`src/capture_irq_consts.svh`:
```
`ifndef CAPTURE_IRQ_CONSTS_SVH
`define CAPTURE_IRQ_CONSTS_SVH

// ------------------------------------------------------------
// Register byte addresses
// ------------------------------------------------------------
`define ADDR_FIELD_COUNTER   12'h0e8
`define ADDR_INT_STATUS      12'h100
`define ADDR_INT_MASK        12'h104
`define ADDR_CAPTURE_CTRL    12'h108
`define ADDR_DMA_CTRL        12'h10c

// ------------------------------------------------------------
// Status field positions
// ------------------------------------------------------------
`define ST_PROG_HI           31
`define ST_PROG_LO           28
`define ST_DMA_RUN           27
`define ST_ACK               25
`define ST_FIELD             24
`define ST_SYNC_ERR          19
`define ST_OPCODE_ERR        18
`define ST_ABORT             17
`define ST_INSTR_PAR         16
`define ST_BUS_PAR           15
`define ST_RESYNC            14
`define ST_OVR_TARGET        13
`define ST_OVR_DROP          12
`define ST_PROG_IRQ          11
`define ST_AUX_PIN           9
`define ST_SERIAL_DONE       8
`define ST_PRESENCE          5
`define ST_HORIZ_LOCK_CHANGE             4
`define ST_CONV_OVF          3
`define ST_LINE              2
`define ST_FIELD_CHG         1
`define ST_STD_CHG           0

// ------------------------------------------------------------
// Widths, masks and reset values
// ------------------------------------------------------------
`define STICKY_VALID         23'h0ffb3f
`define MASK_IRQ_BITS        22
`define MASK_COMPAT_BIT      23
`define FIELD_CNT_RESET      8'h00
`define MASK_RESET           24'h000000
`define PROG_STATUS_RESET    4'h0
`define CAP_EN_RESET         2'h0
`define DMA_EN_BIT           1
`define CAP_EN_HI            1
`define ZERO_WORD            32'h00000000

`endif

```
`src/capture_irq_pkg.sv`:
```
package capture_irq_pkg;
   typedef logic [22:0] sticky_t;
   typedef logic [31:0] word_t;
endpackage

```
`src/capture_interrupt_status_unit.sv`:
```
// Function
// - Field counter counts field changes while any capture enable is set.
// - Any write clears the field counter; it resets to zero.
// - Writing one clears a sticky flag; zero leaves it; always readable.
// - Program status nibble is set and reset by DMA instruction bits.
// - Read-only bit shows DMA engine running; zero when disabled.
// - Ack bit sets on acknowledged transfer, clears on unacknowledged completion.
// - Field parity bit reads current field, zero odd, one even.
// - Sync error flag sets on sync counter overflow or sync mismatch.
// - Opcode error flag sets on reserved opcode or reserved sync status.
// - Abort flag sets on master or target abort as initiator.
// - Instruction fetch parity error sets flag and clears DMA enable when enabled.
// - Bus parity flag sets on any parity error regardless of response.
// - Resync flag sets when FIFO counts disagree with program.
// - Target latency overrun flag sets on overrun with master termination.
// - Word drop overrun flag sets when overrun drops words.
// - Program interrupt flag sets on instruction with interrupt bit.
// - Auxiliary pin flag sets on configured pin edge or level.
// - Serial done flag sets when a serial transfer finishes.
// - Flags for presence toggle, horizontal lock change, converter overflow.
// - Flags for new line, field change and video standard change.
// - Mask bits enable same status flags; bit 23 selects compatibility mode.
// - Interrupt is a level held while any enabled flag is pending.
// - Odd and even capture enables gate the field counter.
// - DMA program enable runs the engine; fetch parity errors clear it when parity response is enabled.
`timescale 1ns/10ps
`include "capture_irq_consts.svh"

module capture_interrupt_status_unit
   import capture_irq_pkg::*;
(
   // Clock and reset
   input  wire logic        ref_clk_in,
   input  wire logic        resetn_in,
   // APB slave
   input  wire logic        psel_in,
   input  wire logic        penable_in,
   input  wire logic        pwrite_in,
   input  wire logic [11:0] paddr_in,
   input  wire logic [31:0] pwdata_in,
   output logic      [31:0] prdata_out,
   output logic             pready_out,
   output logic             pslverr_out,
   // DMA engine events
   input  wire logic [3:0]  prog_status_set_in,
   input  wire logic [3:0]  prog_status_reset_in,
   input  wire logic        dma_running_in,
   input  wire logic        sync_overflow_in,
   input  wire logic        sync_mismatch_in,
   input  wire logic        bad_opcode_in,
   input  wire logic        bad_sync_status_in,
   input  wire logic        prog_irq_in,
   input  wire logic        resync_in,
   // PCI events
   input  wire logic        master_abort_in,
   input  wire logic        target_abort_in,
   input  wire logic        fetch_parity_in,
   input  wire logic        parity_resp_en_in,
   input  wire logic        bus_parity_in,
   // FIFO overrun events
   input  wire logic        overrun_target_in,
   input  wire logic        overrun_drop_in,
   // Serial bus, aux pin and decoder events
   input  wire logic        serial_done_in,
   input  wire logic        serial_ack_in,
   input  wire logic        aux_event_in,
   input  wire logic        presence_change_in,
   input  wire logic        horiz_lock_change_change_in,
   input  wire logic        converter_ovf_in,
   input  wire logic        line_start_in,
   input  wire logic        field_change_in,
   input  wire logic        standard_change_in,
   input  wire logic        even_field_in,
   // Outputs to the rest of the device
   output logic             irq_out,
   output logic             host_compat_mode_out,
   output logic [1:0]       capture_enable_out,
   output logic             dma_program_enable_out
);

   // ------------------------------------------------------------
   // Bus decode
   // ------------------------------------------------------------
   logic        wr_en;
   logic        known_addr;
   sticky_t     sticky_reg;
   sticky_t     sticky_next;
   sticky_t     sticky_set;
   logic [23:0] mask_reg;
   logic [23:0] mask_next;
   logic [7:0]  field_counter_reg;
   logic [3:0]  prog_status_reg;
   logic        ack_reg;
   logic [1:0]  capture_en_reg;
   logic        dma_enable_reg;
   word_t       status_word;
   word_t       rd_word;

   // Zero-wait slave: every access completes in its first access cycle
   assign pready_out  = 1'b1;
   assign known_addr  = (paddr_in == `ADDR_FIELD_COUNTER) || (paddr_in == `ADDR_INT_STATUS) ||
                        (paddr_in == `ADDR_INT_MASK) || (paddr_in == `ADDR_CAPTURE_CTRL) ||
                        (paddr_in == `ADDR_DMA_CTRL);
   assign pslverr_out = psel_in && penable_in && !known_addr;
   assign wr_en       = psel_in && penable_in && pwrite_in;

   // ------------------------------------------------------------
   // Event collection
   // ------------------------------------------------------------
   // Gather one-cycle event pulses into their status positions
   always_comb
   begin
      sticky_set = '0;
      sticky_set[`ST_SYNC_ERR]    = sync_overflow_in | sync_mismatch_in;
      sticky_set[`ST_OPCODE_ERR]  = bad_opcode_in | bad_sync_status_in;
      sticky_set[`ST_ABORT]       = master_abort_in | target_abort_in;
      sticky_set[`ST_INSTR_PAR]   = fetch_parity_in & parity_resp_en_in;
      sticky_set[`ST_BUS_PAR]     = bus_parity_in;
      sticky_set[`ST_RESYNC]      = resync_in;
      sticky_set[`ST_OVR_TARGET]  = overrun_target_in;
      sticky_set[`ST_OVR_DROP]    = overrun_drop_in;
      sticky_set[`ST_PROG_IRQ]    = prog_irq_in;
      sticky_set[`ST_AUX_PIN]     = aux_event_in;
      sticky_set[`ST_SERIAL_DONE] = serial_done_in;
      sticky_set[`ST_PRESENCE]    = presence_change_in;
      sticky_set[`ST_HORIZ_LOCK_CHANGE]       = horiz_lock_change_change_in;
      sticky_set[`ST_CONV_OVF]    = converter_ovf_in;
      sticky_set[`ST_LINE]        = line_start_in;
      sticky_set[`ST_FIELD_CHG]   = field_change_in;
      sticky_set[`ST_STD_CHG]     = standard_change_in;
   end

   // Set beats clear so an event landing on a clear write is not lost
   always_comb
   begin
      sticky_next = sticky_reg;
      if (wr_en && (paddr_in == `ADDR_INT_STATUS))
      begin
         sticky_next = sticky_next & ~pwdata_in[22:0];
      end
      sticky_next = (sticky_next | sticky_set) & `STICKY_VALID;
   end

   // ------------------------------------------------------------
   // State registers
   // ------------------------------------------------------------
   // Sticky flags
   always_ff @(posedge ref_clk_in or negedge resetn_in)
   begin
      if (!resetn_in)
         sticky_reg <= '0;
      else
         sticky_reg <= sticky_next;
   end

   // Next mask value; the interrupt looks at it so unmasking a pending flag acts at once
   always_comb
   begin
      mask_next = mask_reg;
      if (wr_en && (paddr_in == `ADDR_INT_MASK))
      begin
         mask_next = pwdata_in[23:0];
      end
   end

   // Mask register, including the compatibility bit
   always_ff @(posedge ref_clk_in or negedge resetn_in)
   begin
      if (!resetn_in)
         mask_reg <= `MASK_RESET;
      else
         mask_reg <= mask_next;
   end

   // Field counter; a write of any value clears it
   always_ff @(posedge ref_clk_in or negedge resetn_in)
   begin
      if (!resetn_in)
         field_counter_reg <= `FIELD_CNT_RESET;
      else if (wr_en && (paddr_in == `ADDR_FIELD_COUNTER))
         field_counter_reg <= `FIELD_CNT_RESET;
      else if (field_change_in && (|capture_en_reg))
         field_counter_reg <= field_counter_reg + 8'h01;
   end

   // Program status nibble; set wins over reset on the same bit
   always_ff @(posedge ref_clk_in or negedge resetn_in)
   begin
      if (!resetn_in)
         prog_status_reg <= `PROG_STATUS_RESET;
      else
         prog_status_reg <= (prog_status_reg & ~prog_status_reset_in) | prog_status_set_in;
   end

   // Serial acknowledge; resolved at each transfer completion
   always_ff @(posedge ref_clk_in or negedge resetn_in)
   begin
      if (!resetn_in)
         ack_reg <= 1'b0;
      else if (serial_done_in)
         ack_reg <= serial_ack_in;
   end

   // Capture enables for odd and even fields
   always_ff @(posedge ref_clk_in or negedge resetn_in)
   begin
      if (!resetn_in)
         capture_en_reg <= `CAP_EN_RESET;
      else if (wr_en && (paddr_in == `ADDR_CAPTURE_CTRL))
         capture_en_reg <= pwdata_in[`CAP_EN_HI:0];
   end

   // DMA program enable; a fetch parity error with parity response enabled forces it off over any write
   always_ff @(posedge ref_clk_in or negedge resetn_in)
   begin
      if (!resetn_in)
         dma_enable_reg <= 1'b0;
      else if (fetch_parity_in && parity_resp_en_in)
         dma_enable_reg <= 1'b0;
      else if (wr_en && (paddr_in == `ADDR_DMA_CTRL))
         dma_enable_reg <= pwdata_in[`DMA_EN_BIT];
   end

   // Level interrupt held until all enabled flags are cleared or masked
   always_ff @(posedge ref_clk_in or negedge resetn_in)
   begin
      if (!resetn_in)
         irq_out <= 1'b0;
      else
         irq_out <= |(sticky_next & mask_next[`MASK_IRQ_BITS:0]);
   end

   // ------------------------------------------------------------
   // Read path
   // ------------------------------------------------------------
   // Status word; reserved positions stay zero
   always_comb
   begin
      status_word = `ZERO_WORD;
      status_word[22:0] = sticky_reg;
      status_word[`ST_PROG_HI:`ST_PROG_LO] = prog_status_reg;
      status_word[`ST_DMA_RUN] = dma_running_in & dma_enable_reg;
      status_word[`ST_ACK]     = ack_reg;
      status_word[`ST_FIELD]   = even_field_in;
   end

   // Read multiplexer; unmapped addresses read zero with an error
   always_comb
   begin
      rd_word = `ZERO_WORD;
      unique case (paddr_in)
         `ADDR_FIELD_COUNTER: rd_word[7:0]  = field_counter_reg;
         `ADDR_INT_STATUS:    rd_word       = status_word;
         `ADDR_INT_MASK:      rd_word[23:0] = mask_reg;
         `ADDR_CAPTURE_CTRL:  rd_word[1:0]  = capture_en_reg;
         `ADDR_DMA_CTRL:      rd_word[`DMA_EN_BIT] = dma_enable_reg;
         default:             rd_word       = `ZERO_WORD;
      endcase
   end

   // Read data registered in the setup cycle so it is stable in access
   always_ff @(posedge ref_clk_in or negedge resetn_in)
   begin
      if (!resetn_in)
         prdata_out <= `ZERO_WORD;
      else if (psel_in && !penable_in && !pwrite_in)
         prdata_out <= rd_word;
   end

   // Side outputs
   assign host_compat_mode_out   = mask_reg[`MASK_COMPAT_BIT];
   assign capture_enable_out     = capture_en_reg;
   assign dma_program_enable_out = dma_enable_reg;

endmodule

```
`config.mk`:
```
export PLATFORM = sky130hd
export DESIGN_NAME = capture_interrupt_status_unit
export DESIGN_NICKNAME = d
export VERILOG_FILES = /design/src/capture_irq_pkg.sv /design/src/capture_interrupt_status_unit.sv
export VERILOG_INCLUDE_DIRS = /design/src
export SDC_FILE = /design/constraint.sdc
export NUM_CORES = 1
export LEC_CHECK = 0
export ABC_AREA = 1
export BUFFER_PORTS_ARGS = -buffer_cell sky130_fd_sc_hd__buf_4
export CORE_MARGIN = 1
export CORE_UTILIZATION = 55
export CTS_BUF_LIST = sky130_fd_sc_hd__clkbuf_8
export CTS_CLUSTER_SIZE = 40
export DETAILED_ROUTE_END_ITERATION = 8
export PLACE_DENSITY = 0.83
export SLEW_MARGIN = 20
export SYNTH_ARGS = -nofsm -noshare
export SYNTH_HDL_FRONTEND = slang
export SYNTH_SLANG_ARGS = --single-unit
```
`constraint.sdc`:
```
create_clock -name ref_clk_in -period 2.48 [get_ports ref_clk_in]
set_input_delay 0.496 -clock ref_clk_in [delete_from_list [all_inputs] [get_ports ref_clk_in]]
set_output_delay 0.496 -clock ref_clk_in [all_outputs]
set_load 0.05 [all_outputs]
```
# Word level (Yosys, flattened, before mapping)
# Cells that the tools add are included.
# word_totals
register_bits	90
inputBits	81
output_inout_bits	39
wordCells	62
# classes
add_sub_neg	1
n_eq_ne	5
muxes	11
n_bitwise	12
reduce_logical	23
# op_table
operator	n
equality test 12 x 9 -> 1 bit (second input constant)	4
case mux 16 bit (2 select lines)	1
2-to-1 mux 8 bit	3
bitwise AND 20 x 23 -> 23 bit	1
2-to-1 mux 23 bit	1
OR reduction 23 bit	1
bitwise AND 20 bit	1
2-to-1 mux 20 bit	1
NOT 20 bit	1
OR 20 bit	1
case mux 6 bit (3 select lines)	1
equality test 12 x 8 -> 1 bit (second input constant)	1
logical AND 1 bit	12
adder 8 x 1 -> 8 bit (second input constant)	1
case mux 1 bit (5 select lines)	1
bitwise AND 4 bit	1
logical OR 1 bit	4
NOT 4 bit	1
OR 4 bit	1
case mux 1 bit (4 select lines)	1
nonzero test 2 bit	2
zero test 1 bit	3
OR 1 bit	3
bitwise AND 1 bit	2
other kinds (2)	3

# Logic depth before layout (Yosys ltp)
# logic_depth
ltp_word	7
depth_mapped	13
mapped_depth_nobuf	12

# Worst setup path before layout
# Ideal clock, no wire load.
# synth_path
path_kind	input -> output
start	input port paddr_in[8]
end	output port pslverr_out
arrival_time_ns	3.314
required_ns	1.984
setup_slack_ns	-1.330
cell_stages	7
n_path_buf	0
cell_sequence	inv_1 > nor2_1 > nand2_1 > nor2_1 > nand2_1 > inv_1 > a2111oi_0
# synth_between
elab_chain_len	7
word_cells_on_any_way	11
classes_between	eq/ne (5); reduce/logical (6)
# synth_rtl
item	line	source
start, declared	capture_interrupt_status_unit.sv:39	input wire logic [11:0] paddr_in,
equality test 12 x 8 -> 1 bit / equality test 12 x 9 -> 1 bit (equally long branches)	-	
logical OR 1 bit (3 in a row)	capture_interrupt_status_unit.sv:101	assign known_addr = (paddr_in == `ADDR_FIELD_COUNTER) || (paddr_in == `ADDR_INT_STATUS) ||
logical OR 1 bit (*)	capture_interrupt_status_unit.sv:101	
zero test 1 bit (*)	capture_interrupt_status_unit.sv:104	assign pslverr_out = psel_in && penable_in && !known_addr;
logical AND 1 bit (*)	capture_interrupt_status_unit.sv:104	
end, declared	capture_interrupt_status_unit.sv:43	output logic pslverr_out,
# Every way passes the cells marked *; elsewhere a longest branch is shown, timed or not.

# Worst setup path after layout
# layout_path
start	input port paddr_in[5]
end	output port pslverr_out
# The elaborated chain is that of the path after synthesis.

==> reports/metrics.yaml <==
crit_arrival_ns: 1.77
cts_tree: "done"
post-route-cell-area_um2: 5530
ys_ff_latch: 89
portBuffers: 109
die_y_um: 91.5
ys_seq_area_frac: 0.505
power.density_nw_per_um2: 496
clk_latency_ns: 0.35
dp_hpwl_um: 8310
cpPeakStageDelay_ns: 0.40
grt_overflow: 0
start_util: 0.570
antenna_found_initial: 0
instances_no_fill: 742
ys_types: 39
ios: 120
post-route-util: 0.716
setup_viol: 0
end_kind: "output pin"
grt_pass1_vias: 3918
crit_slowest_cell: "nor2_1"
grt_pass1_wl_um: 18600
path_clk_slew_ns: 0.08
die_w_um: 91.5
synthFlopType: "dfrtp_1"
fp.dieArea_um2: 8370
grt_max_degree: 46
firstDrtPassIters: 5
synth-edff-count: 0
status: "complete, no violations"
hold_viol_final: 0
area_growth_pct: 25.6
ant_nets: 0
synth_fp_nets: 603
wl_um: 11200
hold_path_class: "in -> async"
max_freq_mhz: 442
cts.sinks: 89
period_needed_ns: 2.26
p_leak_nw: 2.83
htreeDepth: 3
diodes: 0
drt_iter0_markers: 333
placed_cells: 726
core_area_um2: 7730
place.gp.congestion: 0.873
crit_chain: "buf_4 > nor2_4 > nand2_1 > nor2_1 > nand2_1 > inv_1 > a2111oi_2 > buf_4"
drive_above_1_share: 0.278
cts_buffers: 9
cts_buffer_depth: 2
worst_slew_pin_slew_ns: 0.603
drv_cap: 0
worstSetupPathType: "in -> out"
relSlewSlack: 0.598
finalMaxSlewViolations: 0
syn_inst: 521
rr_worst_depth: 9
fin_crit_sh: 0.913
root_buffer: "clkbuf_8"
rsz0062_at_grt: "false"
placed_area_um2: 5360
worstSetupStartpointType: "input port"
syn_avg_cell_area_um2: 8.46
grt_usage: 0.286
vdd_drop_max_mv: 0.277
cp.required_ns: 1.98
num_vias: 4060
yosysWarnings: 0
finalSetupTns_ns: 0
drc: 0
finalClockSkew_ns: 0.0100
cp_max_fo: 6
viasPerCell: 5.47
cts-resized-gates: 0
cts_hold_buf: 0
post_cts_buffers: 0
largest_reg_flops: 31
wl_per_cell_um: 15.0
finish.net_count: 717
async_reset_ff_frac: 1.00
rows: 32
synth_area_um2: 4410
cell usage after synthesis (2+ instances only):
| master | instances | area share |
|---|---|---|
| buf_2 | 5 | 0.0057 |
| buf_4 | 3 | 0.0051 |
| dfrtp_1 | 89 | 0.51 |
| nor2_4 | 8 | 0.020 |
| a21oi_1 | 13 | 0.015 |
| mux2_2 | 8 | 0.020 |
| clkbuf_1 | 8 | 0.0068 |
| conb_1 | 2 | 0.0017 |
| buf_6 | 2 | 0.0051 |
| o21bai_1 | 6 | 0.010 |
| nand3_1 | 30 | 0.034 |
| o22ai_1 | 2 | 0.0028 |
| nand3_4 | 2 | 0.0079 |
| o21ai_0 | 32 | 0.036 |
| nand4_1 | 16 | 0.023 |
| inv_1 | 61 | 0.052 |
| nor3_1 | 3 | 0.0034 |
| xor2_1 | 3 | 0.0060 |
| nand2_2 | 12 | 0.017 |
| o21ai_1 | 13 | 0.015 |
| nand3_2 | 7 | 0.016 |
| nand2_1 | 130 | 0.11 |
| a31oi_1 | 7 | 0.0099 |
| nor2_1 | 39 | 0.033 |
| o31ai_1 | 6 | 0.010 |
placed cells by master, fill, tap and decap left out, types with 6 or more instances in the layout:
cell,count
nand2_2,12
nand2_1,130
nand3_1,30
nor2_4,8
dfrtp_1,89
o21bai_1,6
inv_1,62
clkbuf_8,10
nand4_1,16
a31oi_1,7
a21oi_1,13
nand3_2,7
nor2_1,39
o21ai_0,32
mux2_2,8
buf_4,120
o31ai_1,6
o21ai_1,13
layout make-up:
cell class | instances | area [um2]
inverter | 62 | 233
fill | 630 | 2190
multi-input combinational | 352 | 1850
clock inverter | 6 | 35.0
sequential | 89 | 2230
timing repair buffer | 121 | 921
clock buffer | 10 | 138
tap | 102 | 128
worst max-delay path: cells and delay by family:
| kind | cells | cell delay, ns |
|---|---|---|
| buf+inv | 3 | 0.47 |
| simple gates | 4 | 0.74 |
| compound gates | 1 | 0.06 |
cell families after synthesis:
logic type	after synthesis	synth area share
flip-flops	89	0.505
AND/OR/NAND/NOR	255	0.281
adder cells (fa/ha/maj)	1	0.00284
AO/OA/AOI/OAI	83	0.107
multiplexers	8	0.0204
XOR/XNOR	3	0.00596
other	2	0.00170
buffers and inverters	80	0.0755
power by group:
part / internal, mW / switching (mW) / leakage [nW] / total [mW]
clock network: 0.384 / 0.498 / 0.0932 / 0.882
registers: 1.48 / 0.0171 / 1.10 / 1.50
logic: 0.142 / 0.226 / 1.64 / 0.368
routing by layer:
| layer | global-route usage | part of all wire | vias up |
|---|---|---|---|
| li1 | - | - | 1929 |
| met1 | 0.393 | 0.44 | 1951 |
| met2 | 0.467 | 0.48 | 164 |
| met3 | 0.0377 | 0.063 | 16 |
| met4 | 0.0966 | 0.017 | 0 |
| met5 | 0 | 0 | - |
metrics by stage:
| stage | hold slack (ns) | setup WS (ns) | power, mW |
|---|---|---|---|
| detailed placement | 0.472 | 0.228 | 1.90 |
| global placement | 0.465 | 0.243 | 1.89 |
| finish | 0.150 | 0.216 | 2.75 |
| floorplan | 0.200 | 0.00109 | 1.70 |
| global route | 0.197 | 0.0334 | 2.85 |
| CTS | 0.162 | 0.213 | 2.77 |
final timing paths:
kind                                         start                   end  slack (ns)
min in group ref_clk_in    prog_status_reset_in[2]    prog_status_reg[2]        0.33
min reg2reg                          prdata_out[0]         prdata_out[0]        0.49
max                                    paddr_in[5]           pslverr_out        0.22
max in group asynchronous                resetn_in         prdata_out[5]        1.69
max reg2reg                  capture_enable_out[1]  field_counter_reg[4]        0.97
min                                      resetn_in         prdata_out[3]        0.15
(Power assumes the default switching activity.)
